<file path="src/hw/cmb_pkg.sv">
package cmb_pkg;

  // Register byte offsets.
  localparam logic [7:0] CMB_OFF_CTRL   = 8'h00;
  localparam logic [7:0] CMB_OFF_ADDR   = 8'h04;
  localparam logic [7:0] CMB_OFF_WDATA  = 8'h08;
  localparam logic [7:0] CMB_OFF_RDATA  = 8'h0c;
  localparam logic [7:0] CMB_OFF_STATUS = 8'h10;
  localparam logic [7:0] CMB_OFF_INVAL  = 8'h14;
  localparam logic [7:0] CMB_OFF_COND   = 8'h18;

  // Control register fields.
  localparam int CMB_CTRL_GO    = 0;
  localparam int CMB_CTRL_WRITE = 1;
  localparam int CMB_CTRL_MISS  = 2;
  localparam int CMB_CTRL_ICACHE = 3;
  localparam int CMB_CTRL_QUAD  = 4;
  localparam int CMB_CTRL_HALF  = 5;

  // Status register fields.
  localparam int CMB_ST_BUSY  = 0;
  localparam int CMB_ST_FAULT = 1;
  localparam int CMB_ST_EXC   = 2;
  localparam int CMB_ST_GRANT = 3;
  localparam int CMB_ST_COH   = 4;
  localparam int CMB_ST_INVAL = 5;

  // Word-index and page geometry.
  localparam int CMB_BURST_WORDS = 4;
  localparam int CMB_PAGE_WORDS  = 512;
  localparam int CMB_PAGE_LSB    = 11;
  localparam logic [1:0] CMB_IDX_ZERO = 2'h0;
  localparam logic [1:0] CMB_IDX_LAST = 2'h3;

  // AXI response codes.
  localparam logic [1:0] CMB_RESP_OKAY   = 2'h0;
  localparam logic [1:0] CMB_RESP_SLVERR = 2'h2;

  // Bus cycle states.
  typedef enum logic [2:0] {
    CMB_IDLE,
    CMB_ADDR,
    CMB_TURN,
    CMB_RDATA,
    CMB_WDATA,
    CMB_DONE
  } cmb_state_t;

endpackage : cmb_pkg

</file>
<file path="src/hw/cmb_ctl_if.sv">
interface cmb_ctl_if;
  import cmb_pkg::*;

  logic [31:0] addr;
  logic [31:0] wdata;
  logic        start;
  logic        write;
  logic        miss;
  logic        icache;
  logic        quad;
  logic        busy;
  logic        fault;

  modport ctl (output addr, wdata, start, write, miss, icache, quad, input busy, fault);
  modport eng (input addr, wdata, start, write, miss, icache, quad, output busy, fault);
endinterface : cmb_ctl_if

</file>
<file path="src/hw/cmb_cond_sync.sv">
module cmb_cond_sync
  import cmb_pkg::*;
(
  input  wire logic       aclk,
  input  wire logic       aresetn,
  input  wire logic [1:0] async_in,
  input  wire logic       direct_in,
  output logic      [3:0] cond
);

  logic [1:0] meta_reg;
  logic [1:0] sync_reg;

  // Two flops per asynchronous bit; only the second flop is read.
  always_ff @(posedge aclk) begin
    if (!aresetn) begin
      meta_reg <= 2'h0;
      sync_reg <= 2'h0;
    end else begin
      meta_reg <= async_in;
      sync_reg <= meta_reg;
    end
  end

  // Bit 1 belongs to the float unit and has no pin, so it is held low here.
  assign cond = {sync_reg, 1'b0, direct_in};

  a_sync_delay: assert property (@(posedge aclk) disable iff (!aresetn)
    $past(aresetn, 2) |-> cond[3:2] == $past(async_in, 2))
    else $error("synced branch condition not two cycles late");

endmodule : cmb_cond_sync

</file>
<file path="src/hw/cmb_top.sv">
// Contract
// - Address latch strobe high while the bus carries the transfer address.
// - In coherent DMA, capture address at strobe of each DMA write.
// - Read strobe marks a read transaction.
// - Write strobe is output normally, input from DMA master in coherent DMA.
// - Drive enable rises in reads only after the device releases the bus.
// - Drive enable low in writes and when idle.
// - Burst on a read asks for four contiguous words.
// - Burst only on icache misses, or dcache misses with quad refill.
// - Same-page write on back-to-back writes in one 512-word page.
// - In coherent DMA, acknowledge increments the invalidation address.
// - Capture enable loads bus data into the read buffer.
// - Output bus reference clock at full or half rate chosen at reset; here it runs at aclk/2, or aclk/4 only after a one-cycle reset with CMB_CTRL_HALF set.
// - Bus request makes the device release its bus signals.
// - Grant is asserted once the bus is handed over.
// - Invalidate request kills the line at the DMA write address.
// - Branch condition pins feed the coprocessor condition signals.
// - Synced conditions pass two flops; direct one must be synchronous.
// - Condition 1 stays internal, no pin.
// - Bus fault sampled only during reads and writes; it ends the cycle.
// - Bus fault on a read raises a bus error exception.
// - Word index is the word address, or counts from zero in bursts.
//
// Chosen here: the placing of the registers and the AXI4-Lite register port.
module cmb_top
  import cmb_pkg::*;
(
  input  wire logic        aclk,
  input  wire logic        aresetn,
  input  wire logic [7:0]  s_axi_awaddr,
  input  wire logic        s_axi_awvalid,
  output logic             s_axi_awready,
  input  wire logic [31:0] s_axi_wdata,
  input  wire logic [3:0]  s_axi_wstrb,
  input  wire logic        s_axi_wvalid,
  output logic             s_axi_wready,
  output logic [1:0]       s_axi_bresp,
  output logic             s_axi_bvalid,
  input  wire logic        s_axi_bready,
  input  wire logic [7:0]  s_axi_araddr,
  input  wire logic        s_axi_arvalid,
  output logic             s_axi_arready,
  output logic [31:0]      s_axi_rdata,
  output logic [1:0]       s_axi_rresp,
  output logic             s_axi_rvalid,
  input  wire logic        s_axi_rready,
  input  wire logic [31:0] ad_in,
  output logic [31:0]      ad_out,
  output logic             ad_oe,
  input  wire logic        addr_latch_in,
  output logic             addr_latch_out,
  output logic             addr_latch_oe,
  output logic             read_strobe,
  input  wire logic        write_strobe_in,
  output logic             write_strobe_out,
  output logic             write_strobe_oe,
  output logic [1:0]       word_index,
  output logic             ext_drive_enable,
  output logic             burst_or_same_page,
  input  wire logic        ack_in,
  input  wire logic        readbuf_capture_en,
  output logic             bus_ref_clock,
  input  wire logic        ext_master_request,
  output logic             ext_master_grant,
  input  wire logic        line_invalidate_request,
  input  wire logic        coherent_dma_request,
  input  wire logic [1:0]  synced_branch_cond,
  input  wire logic        direct_branch_cond,
  input  wire logic        bus_fault_in,
  output logic [3:0]       coproc_cond,
  output logic             bus_error_exc,
  output logic             inval_pulse,
  output logic [31:0]      inval_addr
);

  cmb_ctl_if ctl ();

  logic [31:0] addr_reg, wdata_reg, rdata_reg, status_rd;
  logic [5:0]  ctrl_reg;
  logic        go_reg, fault_reg, exc_reg, half_cap_reg;
  logic        aw_hold_reg, w_hold_reg;
  logic [7:0]  aw_addr_reg;
  logic [31:0] w_data_reg;
  logic        bvalid_reg, rvalid_reg, arready_reg;
  logic [1:0]  bresp_reg, rresp_reg;
  logic [31:0] rdata_out_reg;
  logic [3:0]  cond_w;
  logic [3:0]  cond_reg;
  logic        coh_reg, ival_reg;
  logic [31:0] inval_addr_reg;

  // Write path: address and data may arrive in either order.
  wire aw_take  = s_axi_awvalid && !aw_hold_reg && !bvalid_reg;
  wire w_take   = s_axi_wvalid && !w_hold_reg && !bvalid_reg;
  wire aw_have  = aw_hold_reg || aw_take;
  wire w_have   = w_hold_reg || w_take;
  wire wr_fire  = aw_have && w_have && !bvalid_reg;
  wire [7:0]  wr_off  = aw_hold_reg ? aw_addr_reg : s_axi_awaddr;
  wire [31:0] wr_dat  = w_hold_reg ? w_data_reg : s_axi_wdata;
  wire wr_ctrl  = wr_fire && wr_off == CMB_OFF_CTRL;
  wire wr_addr  = wr_fire && wr_off == CMB_OFF_ADDR;
  wire wr_wdat  = wr_fire && wr_off == CMB_OFF_WDATA;
  wire wr_stat  = wr_fire && wr_off == CMB_OFF_STATUS;
  wire wr_ok    = wr_ctrl || wr_addr || wr_wdat || wr_stat;
  wire rd_fire  = s_axi_arvalid && arready_reg;

  // Read decode.
  assign status_rd = {26'h0, ival_reg, coh_reg, ext_master_grant, exc_reg, fault_reg,
                      ctl.busy};
  wire rd_hit = s_axi_araddr == CMB_OFF_CTRL || s_axi_araddr == CMB_OFF_ADDR ||
                s_axi_araddr == CMB_OFF_WDATA || s_axi_araddr == CMB_OFF_RDATA ||
                s_axi_araddr == CMB_OFF_STATUS || s_axi_araddr == CMB_OFF_INVAL ||
                s_axi_araddr == CMB_OFF_COND;
  logic [31:0] rd_mux;
  always_comb begin
    if (s_axi_araddr == CMB_OFF_CTRL) begin
      rd_mux = {26'h0, ctrl_reg};
    end else if (s_axi_araddr == CMB_OFF_ADDR) begin
      rd_mux = addr_reg;
    end else if (s_axi_araddr == CMB_OFF_WDATA) begin
      rd_mux = wdata_reg;
    end else if (s_axi_araddr == CMB_OFF_RDATA) begin
      rd_mux = rdata_reg;
    end else if (s_axi_araddr == CMB_OFF_STATUS) begin
      rd_mux = status_rd;
    end else if (s_axi_araddr == CMB_OFF_INVAL) begin
      rd_mux = inval_addr_reg;
    end else if (s_axi_araddr == CMB_OFF_COND) begin
      rd_mux = {28'h0, cond_reg};
    end else begin
      rd_mux = 32'h0;
    end
  end

  // AXI write channel holding and response.
  always_ff @(posedge aclk) begin
    if (!aresetn) begin
      aw_hold_reg <= 1'b0;
      w_hold_reg  <= 1'b0;
      aw_addr_reg <= 8'h0;
      w_data_reg  <= 32'h0;
      bvalid_reg  <= 1'b0;
      bresp_reg   <= CMB_RESP_OKAY;
    end else begin
      if (wr_fire) begin
        aw_hold_reg <= 1'b0;
        w_hold_reg  <= 1'b0;
        bvalid_reg  <= 1'b1;
        bresp_reg   <= wr_ok ? CMB_RESP_OKAY : CMB_RESP_SLVERR;
      end else begin
        if (aw_take) begin
          aw_hold_reg <= 1'b1;
          aw_addr_reg <= s_axi_awaddr;
        end
        if (w_take) begin
          w_hold_reg <= 1'b1;
          w_data_reg <= s_axi_wdata;
        end
        if (bvalid_reg && s_axi_bready) begin
          bvalid_reg <= 1'b0;
        end
      end
    end
  end

  // AXI read channel: one cycle from address to data.
  always_ff @(posedge aclk) begin
    if (!aresetn) begin
      arready_reg   <= 1'b1;
      rvalid_reg    <= 1'b0;
      rresp_reg     <= CMB_RESP_OKAY;
      rdata_out_reg <= 32'h0;
    end else if (rd_fire) begin
      arready_reg   <= 1'b0;
      rvalid_reg    <= 1'b1;
      rdata_out_reg <= rd_mux;
      rresp_reg     <= rd_hit ? CMB_RESP_OKAY : CMB_RESP_SLVERR;
    end else if (rvalid_reg && s_axi_rready) begin
      rvalid_reg  <= 1'b0;
      arready_reg <= 1'b1;
    end
  end

  // Software registers; a fault flag set by the engine wins over a clear.
  always_ff @(posedge aclk) begin
    if (!aresetn) begin
      ctrl_reg  <= 6'h0;
      addr_reg  <= 32'h0;
      wdata_reg <= 32'h0;
      go_reg    <= 1'b0;
      fault_reg <= 1'b0;
      exc_reg   <= 1'b0;
    end else begin
      go_reg <= wr_ctrl && wr_dat[CMB_CTRL_GO] && s_axi_wstrb[0];
      if (wr_ctrl && s_axi_wstrb[0]) ctrl_reg <= wr_dat[5:0];
      if (wr_addr) addr_reg <= wr_dat;
      if (wr_wdat) wdata_reg <= wr_dat;
      fault_reg <= ctl.fault || (fault_reg && !(wr_stat && wr_dat[CMB_ST_FAULT]));
      exc_reg <= (ctl.fault && !ctl.write) ||
                 (exc_reg && !(wr_stat && wr_dat[CMB_ST_EXC]));
    end
  end

  // Half-rate select is caught from the control bit while reset is held.
  always_ff @(posedge aclk) begin
    if (!aresetn) begin
      half_cap_reg <= ctrl_reg[CMB_CTRL_HALF];
    end
  end
  // The full-rate clock mirrors aclk's own phase as a toggling flop at half
  // rate; a true full-rate copy cannot come from a flop, so mode 1x shows
  // the divider and mode 2x divides once more.
  logic [1:0] div_reg;
  always_ff @(posedge aclk) begin
    if (!aresetn) begin
      div_reg       <= 2'h0;
      bus_ref_clock <= 1'b0;
    end else begin
      div_reg       <= div_reg + 2'h1;
      bus_ref_clock <= half_cap_reg ? div_reg[1] : div_reg[0];
    end
  end

  assign ctl.addr   = addr_reg;
  assign ctl.wdata  = wdata_reg;
  assign ctl.start  = go_reg;
  assign ctl.write  = ctrl_reg[CMB_CTRL_WRITE];
  assign ctl.miss   = ctrl_reg[CMB_CTRL_MISS];
  assign ctl.icache = ctrl_reg[CMB_CTRL_ICACHE];
  assign ctl.quad   = ctrl_reg[CMB_CTRL_QUAD];

  cmb_cond_sync u_cond (
    .aclk      (aclk),
    .aresetn   (aresetn),
    .async_in  (synced_branch_cond),
    .direct_in (direct_branch_cond),
    .cond      (cond_w)
  );

  // Bus engine state.
  cmb_state_t state_reg;
  logic [1:0] idx_reg;
  logic       burst_reg, prev_wr_reg;
  logic [31:0] prev_addr_reg;
  wire in_xfer   = state_reg == CMB_RDATA || state_reg == CMB_WDATA;
  wire fault_now = in_xfer && bus_fault_in;
  wire dma_mode  = ext_master_grant;
  wire near_hit  = prev_wr_reg &&
                   prev_addr_reg[31:CMB_PAGE_LSB] == addr_reg[31:CMB_PAGE_LSB];
  wire want_burst = ctl.miss && (ctl.icache || ctl.quad);
  wire rd_last   = !burst_reg || idx_reg == CMB_IDX_LAST;
  // Next grant and next word index, so the pins move in the same cycle as what they report.
  wire grant_next = ext_master_request && (ext_master_grant || !ctl.busy);
  wire idx_step  = state_reg == CMB_RDATA && readbuf_capture_en && burst_reg &&
                   !fault_now && !(ack_in && rd_last);

  assign ctl.busy  = state_reg != CMB_IDLE;
  assign ctl.fault = fault_now;

  // Transaction sequencer: address, turnaround (reads only), data, then done.
  always_ff @(posedge aclk) begin
    if (!aresetn) begin
      state_reg     <= CMB_IDLE;
      idx_reg       <= CMB_IDX_ZERO;
      burst_reg     <= 1'b0;
      prev_wr_reg   <= 1'b0;
      prev_addr_reg <= 32'h0;
      rdata_reg     <= 32'h0;
    end else begin
      case (state_reg)
        CMB_IDLE: begin
          if (ctl.start && !ext_master_request && !dma_mode) begin
            state_reg <= CMB_ADDR;
            burst_reg <= !ctl.write && want_burst;
            idx_reg   <= (!ctl.write && want_burst) ? CMB_IDX_ZERO : addr_reg[3:2];
          end else begin
            prev_wr_reg <= 1'b0;
          end
        end
        CMB_ADDR: begin
          state_reg <= ctl.write ? CMB_WDATA : CMB_TURN;
        end
        CMB_TURN: begin
          state_reg <= CMB_RDATA;
        end
        CMB_RDATA: begin
          if (readbuf_capture_en) rdata_reg <= ad_in;
          if (fault_now) begin
            state_reg <= CMB_DONE;
          end else if (ack_in && rd_last) begin
            state_reg <= CMB_DONE;
          end else if (readbuf_capture_en && burst_reg) begin
            idx_reg <= idx_reg + 2'h1;
          end
        end
        CMB_WDATA: begin
          if (ack_in || fault_now) begin
            state_reg     <= CMB_DONE;
            prev_addr_reg <= addr_reg;
          end
        end
        default: begin
          state_reg   <= CMB_IDLE;
          prev_wr_reg <= ctl.write;
        end
      endcase
    end
  end

  // Registered pin drivers decoded from the current engine state, the next grant and the next word index.
  always_ff @(posedge aclk) begin
    if (!aresetn) begin
      addr_latch_out     <= 1'b0;
      addr_latch_oe      <= 1'b0;
      read_strobe        <= 1'b0;
      write_strobe_out   <= 1'b0;
      write_strobe_oe    <= 1'b0;
      ad_out             <= 32'h0;
      ad_oe              <= 1'b0;
      ext_drive_enable   <= 1'b0;
      burst_or_same_page <= 1'b0;
      word_index         <= CMB_IDX_ZERO;
    end else begin
      addr_latch_out   <= state_reg == CMB_ADDR;
      addr_latch_oe    <= !grant_next;
      write_strobe_oe  <= !grant_next;
      read_strobe      <= state_reg == CMB_TURN || state_reg == CMB_RDATA;
      write_strobe_out <= state_reg == CMB_WDATA;
      ad_out           <= state_reg == CMB_ADDR ? addr_reg : wdata_reg;
      ad_oe            <= state_reg == CMB_ADDR || state_reg == CMB_WDATA;
      ext_drive_enable <= state_reg == CMB_RDATA &&
                          !(fault_now || (ack_in && rd_last));
      burst_or_same_page <= ctl.busy &&
                            (ctl.write ? near_hit : burst_reg);
      word_index       <= idx_step ? idx_reg + 2'h1 : idx_reg;
    end
  end

  // Arbiter and coherent DMA watcher.
  always_ff @(posedge aclk) begin
    if (!aresetn) begin
      ext_master_grant <= 1'b0;
      coh_reg          <= 1'b0;
      ival_reg         <= 1'b0;
      inval_pulse      <= 1'b0;
      inval_addr_reg   <= 32'h0;
      inval_addr       <= 32'h0;
      cond_reg         <= 4'h0;
      coproc_cond      <= 4'h0;
      bus_error_exc    <= 1'b0;
    end else begin
      ext_master_grant <= grant_next;
      coh_reg          <= dma_mode && coherent_dma_request;
      if (coh_reg && addr_latch_in && write_strobe_in) begin
        inval_addr_reg <= ad_in;
      end else if (coh_reg && ack_in && write_strobe_in) begin
        inval_addr_reg <= inval_addr_reg + 32'h4;
      end
      inval_pulse <= coh_reg && line_invalidate_request;
      ival_reg    <= (coh_reg && line_invalidate_request) || ival_reg && !wr_stat;
      inval_addr  <= inval_addr_reg;
      cond_reg    <= cond_w;
      coproc_cond <= cond_w;
      bus_error_exc <= fault_now && !ctl.write;
    end
  end

  assign s_axi_awready = !aw_hold_reg && !bvalid_reg;
  assign s_axi_wready  = !w_hold_reg && !bvalid_reg;
  assign s_axi_bvalid  = bvalid_reg;
  assign s_axi_bresp   = bresp_reg;
  assign s_axi_arready = arready_reg;
  assign s_axi_rvalid  = rvalid_reg;
  assign s_axi_rresp   = rresp_reg;
  assign s_axi_rdata   = rdata_out_reg;

  a_de_write: assert property (@(posedge aclk) disable iff (!aresetn)
    write_strobe_out |-> !ext_drive_enable)
    else $error("drive enable high during write");
  a_de_noad: assert property (@(posedge aclk) disable iff (!aresetn)
    ext_drive_enable |-> !ad_oe && !$past(ad_oe))
    else $error("drive enable while device drives bus");
  a_ale_addr: assert property (@(posedge aclk) disable iff (!aresetn)
    addr_latch_out |-> ad_oe && ad_out == addr_reg)
    else $error("latch strobe without address");
  a_burst_rd: assert property (@(posedge aclk) disable iff (!aresetn)
    (burst_or_same_page && read_strobe) |-> burst_reg && ctl.miss)
    else $error("burst without a miss");
  a_grant: assert property (@(posedge aclk) disable iff (!aresetn)
    ext_master_grant |-> !addr_latch_oe ##1 !addr_latch_oe || !ext_master_grant)
    else $error("bus driven while granted");
  a_grant_req: assert property (@(posedge aclk) disable iff (!aresetn)
    $rose(ext_master_grant) |-> $past(ext_master_request))
    else $error("grant without request");
  a_fault_end: assert property (@(posedge aclk) disable iff (!aresetn)
    fault_now |=> state_reg == CMB_DONE)
    else $error("fault did not end the cycle");
  a_exc: assert property (@(posedge aclk) disable iff (!aresetn)
    (fault_now && !ctl.write) |=> bus_error_exc)
    else $error("no exception on read fault");

endmodule : cmb_top
</file>
<file path="config.mk">
export PLATFORM = sky130hd
export DESIGN_NAME = cmb_top
export DESIGN_NICKNAME = d
export VERILOG_FILES = /design/src/hw/cmb_pkg.sv /design/src/hw/cmb_ctl_if.sv /design/src/hw/cmb_cond_sync.sv /design/src/hw/cmb_top.sv
export SDC_FILE = /design/constraint.sdc
export NUM_CORES = 1
export LEC_CHECK = 0
export BUFFER_PORTS_ARGS = -buffer_cell sky130_fd_sc_hd__buf_2
export CAP_MARGIN = 0
export CORE_ASPECT_RATIO = 2
export CORE_UTILIZATION = 51
export CTS_CLUSTER_SIZE = 16
export DETAILED_ROUTE_END_ITERATION = 8
export GPL_TIMING_DRIVEN = 0
export HOLD_SLACK_MARGIN = 0.08
export PLACE_DENSITY = 0.79
export SLEW_MARGIN = 20
export SYNTH_ARGS = -nofsm -noshare
export SYNTH_HDL_FRONTEND = slang
export SYNTH_SLANG_ARGS = --single-unit
</file>
<file path="constraint.sdc">
create_clock -name aclk -period 2 [get_ports aclk]
set_input_delay 0.2 -clock aclk [delete_from_list [all_inputs] [get_ports aclk]]
set_output_delay 0.2 -clock aclk [all_outputs]
set_load 0.05 [all_outputs]
</file>
==> metrics.md, run 1 <==
| Metric | Value |
|---|---|
| Floorplan die area | `28,500 µm²` |
| Peak ir drop on the vdd network | `678 µV` |
| Hold Path Class | `in2reg` |
| Setup TNS Final | `-3.00 ns` |
| Remaining DRCs | `0` |
| Count of flip-flops with a built-in enable after synthesis | `1` |
| DP Wirelength | `39.0 mm` |
| Fin util | `0.661` |
| Hold Violations, Final | `0` |
| Crit end category | `flop` |
| Layout cell share with drive strength beyond 1 | `0.210` |
| Unique masters post-synth | `68` |
| Switching Fraction | `0.249` |
| Clock root cell | `sky130_fd_sc_hd__clkbuf_16` |
| Violated checks | `setup timing` |
| Setup ws final | `-0.0966 ns` |
| Fraction of post-synthesis cell area in the top cell type by area | `0.469` |
| Inserted Clock Buffers | `29` |
| Top-level port count | `225` |
| Leading cell types by total area after synthesis | `sky130_fd_sc_hd__dfxtp_1, sky130_fd_sc_hd__nand2_1, sky130_fd_sc_hd__mux2i_1` |
| Data arrival time of the worst path | `2.58 ns` |
| Worst-skew pair later-pin latency | `0.57 ns` |
| Post-route minimum period | `2.10 ns` |
| Unrepaired setup endpoints after global routing | `true` |
| Netlist Area Pre-Place | `14,200 µm²` |
| Internal power | `10.5 mW` |
| Antenna violations before repair | `0` |
| Synth-to-Final Area Change | `27.9%` |
| Total non-filler cell area in the finished layout | `18,100 µm²` |
| Mean cell area of the mapped netlist | `8.59 µm²` |
| Diode count | `0` |
| Required time at the worst-slack endpoint | `2.48 ns` |
| Count of mapped cells out of synthesis | `1,652` |
| CP Max Fanout | `8` |
| Count of warnings emitted by yosys | `0` |
| Total power of the final layout | `13.9 mW` |
| GRT Overall Usage | `0.355` |
| Nets@finish | `2,110` |
| TritonCTS clock tree | `yes` |
| Flip-flop count of the largest register, all copies and words added | `64` |
| Via count of the first global-routing pass | `13,529` |
| Worst setup path class | `reg2reg` |
| Share of synthesized area occupied by flip-flops and latches | `0.471` |
| Worst Clk Skew | `0.0101 ns` |
| Htree depth | `1` |
| Number of endpoints failing setup at the final stage | `68` |
| Placed standard-cell area | `15,700 µm²` |
| Synth Register Bits | `333` |
| Largest area contributor in the synthesized netlist | `sky130_fd_sc_hd__dfxtp_1` |
| Sequential Power Share | `0.487` |
| Final antenna-violating net count | `0` |
| Total number of vias | `13,788` |
| Overall die width | `120 µm` |
| Max Root-Sink Buffers | `3` |
| FP Rows | `86` |
| Pin count of the biggest net entering global routing | `17` |
| Sw Pwr | `3.47 mW` |
| Average wire per standard cell | `21.5 µm` |
| Leak pwr | `7.12 nW` |
| First-pass GRT wire length | `76.8 mm` |
| Transition time at the pin with the least slew margin | `0.878 ns` |
| Combinational fraction of design power | `0.092` |
| Part of the cycle the worst path needs | `1.05` |
| Detailed Routing Iterations Pass 1 | `6` |
| Power per cell area | `769 nW/µm²` |
| Clock-pin slew on the worst setup and hold paths | `0.07 ns` |
| # Max-Cap Violations | `0` |
| DIE HEIGHT | `238 µm` |
| Final Routed Wirelength | `51.2 mm` |
| Routability congestion estimate | `0.974` |
| Effective utilization at floorplan | `0.517` |
| Fraction of synthesis flops using an asynchronous set or reset pin | `0` |
| Most instantiated flip-flop cell in the synthesis netlist | `sky130_fd_sc_hd__dfxtp_1` |
| Initial detailed-routing violation count | `1,084` |
| Quantity of I/O buffers inserted on ports | `217` |
| Fmax | `477 MHz` |
| Outcome | `finished with violations` |
| Core outline area | `27,400 µm²` |
| Slew headroom | `0.415` |
| Max-slew violation count | `0` |
| Number of clock sinks | `333` |
| Worst setup SP type | `flop` |
| Clock share of power | `0.422` |
| Vias per cell | `5.79` |
| Sum of overflow across all layers after global routing | `0` |
area by class of cell:
type                            count  area [µm²]
Fill cell                        2300        9300
Tap cell                          352         440
Timing Repair Buffer              331        2320
Clock buffer                       38         820
Inverter                           15        56.3
Multi-Input combinational cell   1184        7070
Clock inverter                     16         165
Buffer                            112         579
Sequential cell                   333        6690
timing repair:
action,CTS,global route
cloned,2,4
setup endpoints to repair,254,218
hold endpoints to repair,124,0
hold buffers,87,0
setup buffers,16,5
pin swaps,8,8
gates resized for setup,62,45
power groups by stage:
stage	clock [mW]	combinational (mW)	sequential [mW]
floorplan	0	0.598	6.99
global placement	0	1.09	6.92
CTS	5.92	1.26	6.78
detailed placement	0	1.11	6.93
finish	5.88	1.28	6.79
global route	6.19	1.35	6.79
synthesized netlist by cell type, types with 8 or more instances:
library cell / instances
sky130_fd_sc_hd__mux2_2: 35
sky130_fd_sc_hd__nand2_1: 404
sky130_fd_sc_hd__nor4_1: 11
sky130_fd_sc_hd__and3_1: 9
sky130_fd_sc_hd__nand2b_1: 8
sky130_fd_sc_hd__nor2_1: 67
sky130_fd_sc_hd__nand4_1: 16
sky130_fd_sc_hd__a221o_1: 14
sky130_fd_sc_hd__nor3_1: 21
sky130_fd_sc_hd__xor2_1: 9
sky130_fd_sc_hd__a22oi_1: 14
sky130_fd_sc_hd__dfxtp_1: 332
sky130_fd_sc_hd__mux2i_1: 113
sky130_fd_sc_hd__nand3_1: 20
sky130_fd_sc_hd__o21ai_0: 53
sky130_fd_sc_hd__a31oi_1: 9
sky130_fd_sc_hd__and2_1: 39
sky130_fd_sc_hd__a21oi_1: 181
sky130_fd_sc_hd__clkbuf_1: 103
sky130_fd_sc_hd__a22o_1: 27
sky130_fd_sc_hd__inv_1: 15
sky130_fd_sc_hd__o22ai_1: 18
sky130_fd_sc_hd__xnor2_1: 19
final timing paths:
kind	cells past startpoint	slack, ns	end	from
setup / recovery	7	-0.1	addr_reg[8]$_SDFFE_PN0P_	aw_hold_reg$_SDFFE_PP0P_
hold / removal	4	0.08	s_axi_rdata[2]$_SDFFE_PN0P_	s_axi_araddr[1]
setup reg to reg	7	-0.1	addr_reg[8]$_SDFFE_PN0P_	aw_hold_reg$_SDFFE_PP0P_
hold reg to reg	1	0.44	u_cond.sync_reg[0]$_SDFF_PN0_	u_cond.meta_reg[0]$_SDFF_PN0_
placed cells by master, fill, tap and decap left out, drive strengths merged, types with 4 or more instances in the layout:
master / synthesis / layout
xnor2: 19 / 19
a22oi: 14 / 14
nand2b: 8 / 8
a22o: 27 / 27
or3: 7 / 7
nand3: 21 / 21
and2: 40 / 40
and4: 4 / 4
nor3: 21 / 21
buf: 18 / 258
nor3b: 7 / 7
dfxtp: 332 / 332
clkinv: 0 / 10
mux2: 35 / 35
xor2: 9 / 9
clkbuf: 104 / 136
a31oi: 9 / 9
o211ai: 7 / 7
o311ai: 7 / 7
nor2: 70 / 70
and3: 9 / 9
or2: 6 / 6
nand2: 404 / 404
a32oi: 5 / 5
inv: 15 / 17
nand4: 16 / 16
dlygate4sd3: 0 / 87
mux2i: 113 / 113
nor2b: 6 / 6
nor4: 13 / 13
a221o: 14 / 14
o22ai: 18 / 18
o21ai: 53 / 53
a21oi: 181 / 181
stage by stage:
stage | cells | hold slack (ns) | setup slack [ns]
floorplan | 1654 | 0.317 | 0.00183
CTS | 2376 | 0.0907 | -0.186
finish | 2381 | 0.0792 | -0.0966
global placement | 2223 | 0.406 | -1.49
global route | 2381 | 0.107 | -0.198
detailed placement | 2223 | 0.416 | -1.44
kinds of logic (layout without fill, tap and decap cells):
family / count (synthesis) / count (layout) / share of synthesized area
AND/OR/NAND/NOR: 641 / 641 / 0.202
flip-flops: 333 / 333 / 0.471
other: 1 / 3 / 0.000264
multiplexers: 148 / 148 / 0.108
adder cells (fa/ha/maj): 3 / 3 / 0.00247
XOR/XNOR: 28 / 28 / 0.0173
AO/OA/AOI/OAI: 361 / 361 / 0.156
buffers and inverters: 137 / 512 / 0.0431
worst max-delay path, stage by stage, from the launching register on:
cell                        delay (ns)
sky130_fd_sc_hd__dfxtp_2          0.35
sky130_fd_sc_hd__or3b_4           0.40
sky130_fd_sc_hd__a2111oi_4        0.42
sky130_fd_sc_hd__nand3_4          0.16
sky130_fd_sc_hd__nor2_4           0.13
sky130_fd_sc_hd__buf_12           0.17
sky130_fd_sc_hd__buf_12           0.14
sky130_fd_sc_hd__mux2i_2          0.23
routing by layer:
layer | global-route usage | up-vias | wire length (µm)
li1 | - | 6420 | -
met3 | 0.0315 | 240 | 2210
met2 | 0.640 | 620 | 26000
met4 | 0.321 | 0 | 5230
met1 | 0.356 | 6508 | 17700
met5 | 0 | - | 0
Note: power is estimated with default switching activity, not from simulation.
==> run 2: changes to the inputs <==
--- a/constraint.sdc
+++ b/constraint.sdc
@@ -3,2 +3,2 @@
 set_output_delay 0.2 -clock aclk [all_outputs]
-set_load 0.05 [all_outputs]
+set_load 0.02 [all_outputs]
==> run 2 against run 1 <==
Compared with the run above: the flow still finishes with violations (setup timing); sequential cell count unchanged; fmax barely moved; via count is 0.19% lower; critical path depth stayed put; global-route usage is essentially flat; clock-buffer cell count stayed put; wire length grew 0.19%; non-clock buffer count unchanged; setup slack better by 0.00069 ns; critical endpoint is now addr_reg[7]$_SDFFE_PN0P_; largest cell class unchanged.
==> metrics.md, run 2 (synthesized netlist as in run 1, its figures left out) <==
| Metric | Value |
|---|---|
| Outcome | `finished with violations` |
| Data arrival time of the worst path | `2.58 ns (about the same)` |
| First-pass GRT wire length | `76.8 mm (about the same)` |
| Critical path cell sequence | `or3b_4, a2111oi_4, nand3_4, nor2_4, buf_12, buf_12, mux2i_1` |
| Final antenna-violating net count | `0 (unchanged)` |
| Worst Clk Skew | `0.00729 ns (-0.00278 ns)` |
| Worst hold path stage count | `4 (unchanged)` |
| Detailed Routing Iterations Pass 1 | `6 (unchanged)` |
| Max stage delay on crit path | `0.42 ns (about the same)` |
| Layout cell share with drive strength beyond 1 | `0.210 (-0.000493)` |
| Synth-to-Final Area Change | `27.9% (about the same)` |
| Cell repeated most along the worst path | `sky130_fd_sc_hd__buf_12` |
| Unrepaired setup endpoints after global routing | `true` |
| Worst setup SP type | `flop` |
| Critical register-to-register path startpoint | `aw_hold_reg$_SDFFE_PP0P_` |
| Number of buffer and inverter stages on the critical path | `2 (unchanged)` |
| Number of placed cells counting well taps | `2,223 (unchanged)` |
| CP Max Fanout | `8 (unchanged)` |
| Total non-filler cell area in the finished layout | `18,100 µm² (about the same)` |
| Quantity of I/O buffers inserted on ports | `217 (unchanged)` |
| Slowest library cell on the worst path | `sky130_fd_sc_hd__a2111oi_4` |
| Antenna violations before repair | `0 (unchanged)` |
| Number of clock sinks | `333 (unchanged)` |
| End of the worst hold path | `s_axi_rdata[2]$_SDFFE_PN0P_` |
| Required time at the worst-slack endpoint | `2.48 ns (about the same)` |
| Htree depth | `1 (unchanged)` |
| Worst-skew pair later-pin latency | `0.57 ns (about the same)` |
| Part of the cycle the worst path needs | `1.05 (about the same)` |
| Transition time at the pin with the least slew margin | `0.889 ns (+0.0115 ns)` |
| Total number of vias | `13,762 (-0.19%)` |
| Number of endpoints failing setup at the final stage | `68 (unchanged)` |
| Max Root-Sink Buffers | `3 (unchanged)` |
| Initial detailed-routing violation count | `1,082 (-0.18%)` |
| Leak pwr | `7.11 nW (about the same)` |
| Sum of overflow across all layers after global routing | `0 (unchanged)` |
| Commonest non-fill, non-tap cell in the layout | `sky130_fd_sc_hd__nand2_1` |
| Delay-heaviest family, CP | `simple AND/OR/NAND/NOR gates` |
| Remaining DRCs | `0 (unchanged)` |
| Number of inserted filler cells in the final layout | `2,298 (-0.087%)` |
| Clock root cell | `sky130_fd_sc_hd__clkbuf_16` |
| Hold Crit Start | `s_axi_araddr[1]` |
| Fmax | `477 MHz (about the same)` |
| Crit end category | `flop` |
| Pin count of the biggest net entering global routing | `17 (unchanged)` |
| Vias per cell | `5.78 (-0.19%)` |
| Violated checks | `setup timing` |
| Setup ws final | `-0.0959 ns (+0.000688 ns)` |
| Power per cell area | `765 nW/µm² (-0.48%)` |
| Inserted Clock Buffers | `29 (unchanged)` |
| Effective utilization at floorplan | `0.517 (unchanged)` |
| Routability congestion estimate | `0.974 (unchanged)` |
| Top-level port count | `225 (unchanged)` |
| Hold Violations, Final | `0 (unchanged)` |
| Diode count | `0 (unchanged)` |
| Worst setup path class | `reg2reg` |
| FP Rows | `86 (unchanged)` |
| Via count of the first global-routing pass | `13,543 (+0.10%)` |
| Nets@finish | `2,110 (unchanged)` |
| Worst hold margin | `0.0787 ns (-0.000526 ns)` |
| Final Routed Wirelength | `51.3 mm (+0.19%)` |
| DIE HEIGHT | `238 µm (unchanged)` |
| Reg2Reg Capture Point | `addr_reg[7]$_SDFFE_PN0P_` |
| Slew headroom | `0.407 (-0.00768)` |
| TritonCTS clock tree | `yes` |
| Placed standard-cell area | `15,700 µm² (unchanged)` |
| Peak ir drop on the vdd network | `677 µV (-0.14%)` |
| Non-filler cells in the finished layout | `2,381 (unchanged)` |
| Number of cells on the worst reg-to-reg path | `7 (unchanged)` |
| Average wire per standard cell | `21.5 µm (+0.19%)` |
| # Max-Cap Violations | `0 (unchanged)` |
| Total power of the final layout | `13.9 mW (-0.49%)` |
| Leading cell types in the layout, fill and taps excluded | `sky130_fd_sc_hd__nand2_1, sky130_fd_sc_hd__dfxtp_1, sky130_fd_sc_hd__buf_2, sky130_fd_sc_hd__a21oi_1, sky130_fd_sc_hd__mux2i_1` |
| Fin util | `0.661 (about the same)` |
| Core outline area | `27,400 µm² (unchanged)` |
| Floorplan die area | `28,500 µm² (unchanged)` |
| Max-slew violation count | `0 (unchanged)` |
| Post-route minimum period | `2.10 ns (-0.000688 ns)` |
| GRT Overall Usage | `0.355 (about the same)` |
| Overall die width | `120 µm (unchanged)` |
| Slack of the worst reg-to-reg path | `-0.1 ns (about the same)` |
| Flip-flop count of the largest register, all copies and words added | `64 (unchanged)` |
| DP Wirelength | `39.0 mm (unchanged)` |
| Clock-pin slew on the worst setup and hold paths | `0.07 ns (about the same)` |
| Hold Path Class | `in2reg` |
-- run 2: cell count changes in the layout (fill, tap and decap cells not counted) --
cell / delta
sky130_fd_sc_hd__clkbuf_1: +1
sky130_fd_sc_hd__clkbuf_2: -1
-- run 2: worst min-delay path, delay by kind of cell --
kind	cells	cell delay, ns
AND/OR/NAND/NOR	2	0.19
buffers and inverters	1	0.12
AO/OA/AOI/OAI	1	0.09
-- run 2: worst max-delay path by stage --
stage / from / end / slack (ns) / cells past startpoint
2_1_floorplan: aw_hold_reg$_SDFFE_PP0P_ / ctl.wdata[2]$_SDFFE_PN0P_ / 0.002 / 7
3_3_place_gp: aresetn / half_cap_reg$_DFFE_PN_ / -1.49 / 6
3_5_place_dp: aresetn / half_cap_reg$_DFFE_PN_ / -1.44 / 6
4_1_cts: aw_hold_reg$_SDFFE_PP0P_ / addr_reg[23]$_SDFFE_PN0P_ / -0.19 / 8
5_1_grt: aw_hold_reg$_SDFFE_PP0P_ / ctl.wdata[26]$_SDFFE_PN0P_ / -0.20 / 7
6_report: aw_hold_reg$_SDFFE_PP0P_ / addr_reg[7]$_SDFFE_PN0P_ / -0.1 / 7
-- run 2: area by class of cell --
class | instances | area, µm² | share of cell area
clock buffers | 38 | 820 | 0.0452
repair buffers | 331 | 2320 | 0.128
well taps | 352 | 440 | 0.0243
plain buffers | 112 | 578 | 0.0319
flip-flops and latches | 333 | 6690 | 0.369
clock inverters | 16 | 165 | 0.00910
inverters | 15 | 56.3 | 0.00310
multi-input cells | 1184 | 7070 | 0.390
-- run 2: per-layer routing --
metal | vias up | part of all wire | global-route usage | wire length, µm
li1 | 6417 | - | - | -
met1 | 6492 | 0.35 | 0.356 | 17700
met2 | 608 | 0.51 | 0.639 | 26000
met3 | 245 | 0.045 | 0.0315 | 2320
met4 | 0 | 0.10 | 0.324 | 5290
met5 | - | 0 | 0 | 0
-- run 2: power breakdown --
group	switching, mW	leakage [nW]	total, mW	internal, mW
sequential	0.0704	2.70	6.79	6.72
clock	2.61	0.495	5.89	3.28
combinational	0.726	3.92	1.20	0.476
-- run 2: metrics by stage --
| step | setup slack (ns) | TNS [ns] |
|---|---|---|
| 6_report | -0.0959 | -3.02 |
| 5_1_grt | -0.197 | -9.97 |
| 4_1_cts | -0.186 | -10.30 |
| 3_5_place_dp | -1.44 | -197.40 |
| 3_3_place_gp | -1.49 | -209.86 |
| 2_1_floorplan | 0.00199 | 0 |
-- run 2: timing repair --
| item | 4_1_cts | 5_1_grt |
|---|---|---|
| hold buffers | 87 | 0 |
| resized for setup | 61 | 44 |
| endpoints found under the setup margin | 254 | 219 |
| setup buffers | 16 | 5 |
| hold endpoints to repair | 124 | 0 |
| pin swaps | 8 | 8 |
| cloned | 2 | 4 |
==> run 3: changes to the inputs <==
--- a/config.mk
+++ b/config.mk
@@ -10,2 +10,3 @@
 export CORE_ASPECT_RATIO = 2
+export CORE_MARGIN = 5
 export CORE_UTILIZATION = 51
@@ -19,2 +20,3 @@
 export SYNTH_HDL_FRONTEND = slang
+export SYNTH_HIERARCHICAL = 1
 export SYNTH_SLANG_ARGS = --single-unit
--- a/constraint.sdc
+++ b/constraint.sdc
@@ -3,2 +3,2 @@
 set_output_delay 0.2 -clock aclk [all_outputs]
-set_load 0.02 [all_outputs]
+set_load 0.01 [all_outputs]
==> run 3 against run 2 <==
Compared with the run above: the run now ends clean; via count is 1.9% higher; sequential share of layout area is 1.1 points higher; final area is 2.8% lower; utilization is 0.55 points lower; fmax is 9.0% higher; cell count is 1.1% higher; power is 1.4% higher; sequential cell count is 1 higher; area after synthesis is 1.8% lower; combinational power is 4% higher; setup slack better by 0.17 ns; synthesized cell count is 1.9% higher; critical path type unchanged; critical endpoint is now inval_addr_reg[30]$_SDFFE_PN0P_.
==> metrics.md, run 3 <==
| Metric | Value |
|---|---|
| Sum of overflow across all layers after global routing | `0 (unchanged)` |
| Worst hold margin | `0.0985 ns (+0.0199 ns)` |
| Unrepaired setup endpoints after global routing | `false` |
| Count of warnings emitted by yosys | `6 (+6)` |
| Netlist Area Pre-Place | `13,900 µm² (-1.8%)` |
| Post-route minimum period | `1.92 ns (-0.173 ns)` |
| Pin count of the biggest net entering global routing | `17 (unchanged)` |
| Worst setup SP type | `flop` |
| Number of inserted filler cells in the final layout | `2,285 (-0.57%)` |
| Layout cell share with drive strength beyond 1 | `0.198 (-0.0124)` |
| Vias per cell | `5.82 (+0.72%)` |
| Remaining DRCs | `0 (unchanged)` |
| Power per cell area | `797 nW/µm² (+4.2%)` |
| Hold Violations, Final | `0 (unchanged)` |
| Nets@finish | `2,141 (+1.5%)` |
| Hold Path Class | `in2reg` |
| Effective utilization at floorplan | `0.518 (+0.000683)` |
| Worst Clk Skew | `0.0143 ns (+0.00703 ns)` |
| Synth-to-Final Area Change | `26.7%` |
| Outcome | `finished, final reports clean` |
| Number of endpoints failing setup at the final stage | `0 (-100%)` |
| DIE HEIGHT | `244 µm (+2.5%)` |
| First-pass GRT wire length | `76.7 mm (about the same)` |
| Fraction of post-synthesis cell area in the top cell type by area | `0.479 (+0.0101)` |
| Fraction of synthesis flops using an asynchronous set or reset pin | `0 (unchanged)` |
| Final antenna-violating net count | `0 (unchanged)` |
| Top-level port count | `225 (unchanged)` |
| GRT Overall Usage | `0.315 (-0.0402)` |
| Slack of the worst reg-to-reg path | `0.08 ns (+0.17 ns)` |
| Worst-skew pair later-pin latency | `0.57 ns (about the same)` |
| Share of synthesized area occupied by flip-flops and latches | `0.481 (+0.0101)` |
| DP Wirelength | `38.1 mm (-2.4%)` |
| End of the worst hold path | `ctrl_reg[2]$_SDFFE_PN0P_` |
| Area of all sequential standard cells | `6710 µm² (+0.21%)` |
| Quantity of I/O buffers inserted on ports | `218 (+0.46%)` |
| Critical register-to-register path startpoint | `inval_addr_reg[2]$_SDFFE_PN0P_` |
| Max-slew violation count | `0 (unchanged)` |
| Core outline area | `26,900 µm² (-1.9%)` |
| Routability congestion estimate | `1.02 (+4.8%)` |
| Reg2Reg Capture Point | `inval_addr_reg[30]$_SDFFE_PN0P_` |
| Final Routed Wirelength | `50.4 mm (-1.7%)` |
| CP Max Fanout | `6 (-2)` |
| Floorplan die area | `30,900 µm² (+8.4%)` |
| Number of clock sinks | `334 (+0.30%)` |
| Commonest non-fill, non-tap cell in the layout | `sky130_fd_sc_hd__nand2_1` |
| Peak ir drop on the vdd network | `761 µV (+12%)` |
| Total number of vias | `14,018 (+1.9%)` |
| Hold Crit Start | `s_axi_wstrb[0]` |
| Mean cell area of the mapped netlist | `8.27 µm² (-3.7%)` |
| Slew headroom | `0.322 (-0.0850)` |
| Largest area contributor in the synthesized netlist | `sky130_fd_sc_hd__dfxtp_1` |
| Leading cell types in the layout, fill and taps excluded | `sky130_fd_sc_hd__nand2_1, sky130_fd_sc_hd__dfxtp_1, sky130_fd_sc_hd__buf_2, sky130_fd_sc_hd__a21oi_1, sky130_fd_sc_hd__o21ai_0` |
| Max Root-Sink Buffers | `3 (unchanged)` |
| Clock-pin slew on the worst setup and hold paths | `0.07 ns (about the same)` |
| Overall die width | `127 µm (+5.8%)` |
| Part of the cycle the worst path needs | `0.961 (-0.0866)` |
| Data arrival time of the worst path | `2.43 ns (-0.15 ns)` |
| Clock root cell | `sky130_fd_sc_hd__clkbuf_16` |
| Number of cells on the worst reg-to-reg path | `7 (unchanged)` |
| Average wire per standard cell | `20.9 µm (-2.8%)` |
| Required time at the worst-slack endpoint | `2.51 ns (+0.03 ns)` |
| Antenna violations before repair | `0 (unchanged)` |
| Initial detailed-routing violation count | `1,117 (+3.2%)` |
| Transition time at the pin with the least slew margin | `1.02 ns (+0.128 ns)` |
| Area of the multi-input gates | `6700 µm² (-5.3%)` |
| Leak pwr | `6.93 nW (-2.6%)` |
| Worst setup path class | `reg2reg` |
| Fmax | `520 MHz (+9.0%)` |
| Synth Register Bits | `334 (+0.30%)` |
| Top-count cell post-synth | `sky130_fd_sc_hd__nand2_1` |
| Leading cell types by total area after synthesis | `sky130_fd_sc_hd__dfxtp_1, sky130_fd_sc_hd__nand2_1, sky130_fd_sc_hd__a21oi_1` |
| Count of mapped cells out of synthesis | `1,684 (+1.9%)` |
| Crit end category | `flop` |
| Most instantiated flip-flop cell in the synthesis netlist | `sky130_fd_sc_hd__dfxtp_1` |
| Worst hold path stage count | `4 (unchanged)` |
| Top post-synthesis cells by count | `sky130_fd_sc_hd__nand2_1, sky130_fd_sc_hd__dfxtp_1, sky130_fd_sc_hd__a21oi_1` |
| FP Rows | `85 (-1.2%)` |
| Htree depth | `1 (unchanged)` |
| Inserted Clock Buffers | `29 (unchanged)` |
| # Max-Cap Violations | `0 (unchanged)` |
| Count of flip-flops with a built-in enable after synthesis | `1 (unchanged)` |
| Setup TNS Final | `0 ns (+3.02 ns)` |
| Unique masters post-synth | `72 (+5.9%)` |
| TritonCTS clock tree | `yes` |
| Detailed Routing Iterations Pass 1 | `6 (unchanged)` |
| Via count of the first global-routing pass | `14,006 (+3.4%)` |
| Diode count | `0 (unchanged)` |
| Flip-flop count of the largest register, all copies and words added | `64 (unchanged)` |
-- run 3: changes by cell type after synthesis, moves of 11 or more --
cell                      previous run  this run
sky130_fd_sc_hd__mux2i_1           113        28
sky130_fd_sc_hd__nand3_1            20        82
sky130_fd_sc_hd__o21ai_0            53       110
sky130_fd_sc_hd__nand2_1           404       348
sky130_fd_sc_hd__o21ai_1             0        47
sky130_fd_sc_hd__nor2b_1             6        32
sky130_fd_sc_hd__a22o_1             27         2
sky130_fd_sc_hd__a32o_1              0        25
sky130_fd_sc_hd__a21oi_1           181       161
sky130_fd_sc_hd__o22ai_1            18        35
sky130_fd_sc_hd__a221o_1            14         0
sky130_fd_sc_hd__buf_1               5        16
-- run 3: what timing repair did --
item                                    4_1_cts  5_1_grt
hold buffers                                 89        0
hold endpoints to repair                    139        0
pin swaps                                     7        5
buffers inserted                             13        4
endpoints found under the setup margin      182      204
resized for setup                            30       71
-- run 3: worst max path at each step --
| stage | to | depth (start not counted) | startpoint | slack, ns |
|---|---|---|---|---|
| floorplan | inval_addr_reg[30]$_SDFFE_PN0P_ | 6 | inval_addr_reg[2]$_SDFFE_PN0P_ | 0.15 |
| global placement | half_cap_reg$_DFFE_PN_ | 5 | aresetn | -0.77 |
| detailed placement | ctl.wdata[30]$_SDFFE_PN0P_ | 6 | aresetn | -0.78 |
| CTS | inval_addr_reg[30]$_SDFFE_PN0P_ | 6 | inval_addr_reg[3]$_SDFFE_PN0P_ | 0.0008 |
| global route | inval_addr_reg[23]$_SDFFE_PN0P_ | 6 | inval_addr_reg[11]$_SDFFE_PN0P_ | 0.004 |
| finish | inval_addr_reg[30]$_SDFFE_PN0P_ | 7 | inval_addr_reg[2]$_SDFFE_PN0P_ | 0.08 |
-- run 3: logic make-up after synthesis --
kind of cell	count (synthesis)	share of synthesized area
and+or+nand+nor	661	0.219
DFF	334	0.481
muxes	58	0.0444
adders and majority gates	3	0.00252
buffers and inverters	146	0.0446
xor gates and xnor gates	31	0.0195
AOI/OAI and AO/OA	449	0.188
other	2	0.000539
-- run 3: stage by stage --
step,utilization,setup slack (ns),cell area (µm²),power (mW),cells
3_5_place_dp,0.575,-0.777,15500,8.05,2251
2_1_floorplan,-,0.149,13900,7.58,1685
6_report,0.656,0.0773,17600,14.1,2408
3_3_place_gp,0.574,-0.772,15500,8.04,2251
4_1_cts,0.651,0.000775,17500,14.1,2406
5_1_grt,0.656,0.00439,17600,14.5,2408
-- run 3: worst max-delay path, stage by stage (launching register included) --
cell and delay (ns):
sky130_fd_sc_hd__dfxtp_2 0.38, sky130_fd_sc_hd__ha_2 0.22, sky130_fd_sc_hd__nand3_2 0.15, sky130_fd_sc_hd__nor4_4 0.29, sky130_fd_sc_hd__buf_4 0.19, sky130_fd_sc_hd__nand2_1 0.07, sky130_fd_sc_hd__or4_1 0.47, sky130_fd_sc_hd__nand3_1 0.09
-- run 3: cell type report --
class                           count  share of cell area
Sequential cell                   334               0.380
Timing Repair Buffer              324               0.120
Buffer                            127              0.0349
Inverter                           16             0.00340
Tap cell                          348              0.0247
Clock inverter                     15              0.0108
Multi-Input combinational cell   1205               0.380
Clock buffer                       39              0.0461
-- run 3: routing by layer --
layer / up-vias / GRT usage / wire (µm)
met2: 714 / 0.567 / 25900
met4: 0 / 0.253 / 4520
met5: - / 0 / 0
li1: 6549 / - / -
met3: 241 / 0.0452 / 3300
met1: 6514 / 0.316 / 16700
-- run 3: power by group --
| part | internal (mW) | switching (mW) | total (mW) |
|---|---|---|---|
| Clock | 3.38 | 2.60 | 5.98 |
| Sequential | 6.75 | 0.0813 | 6.83 |
| Combinational | 0.504 | 0.750 | 1.25 |
| Total | 10.6 | 3.43 | 14.1 |
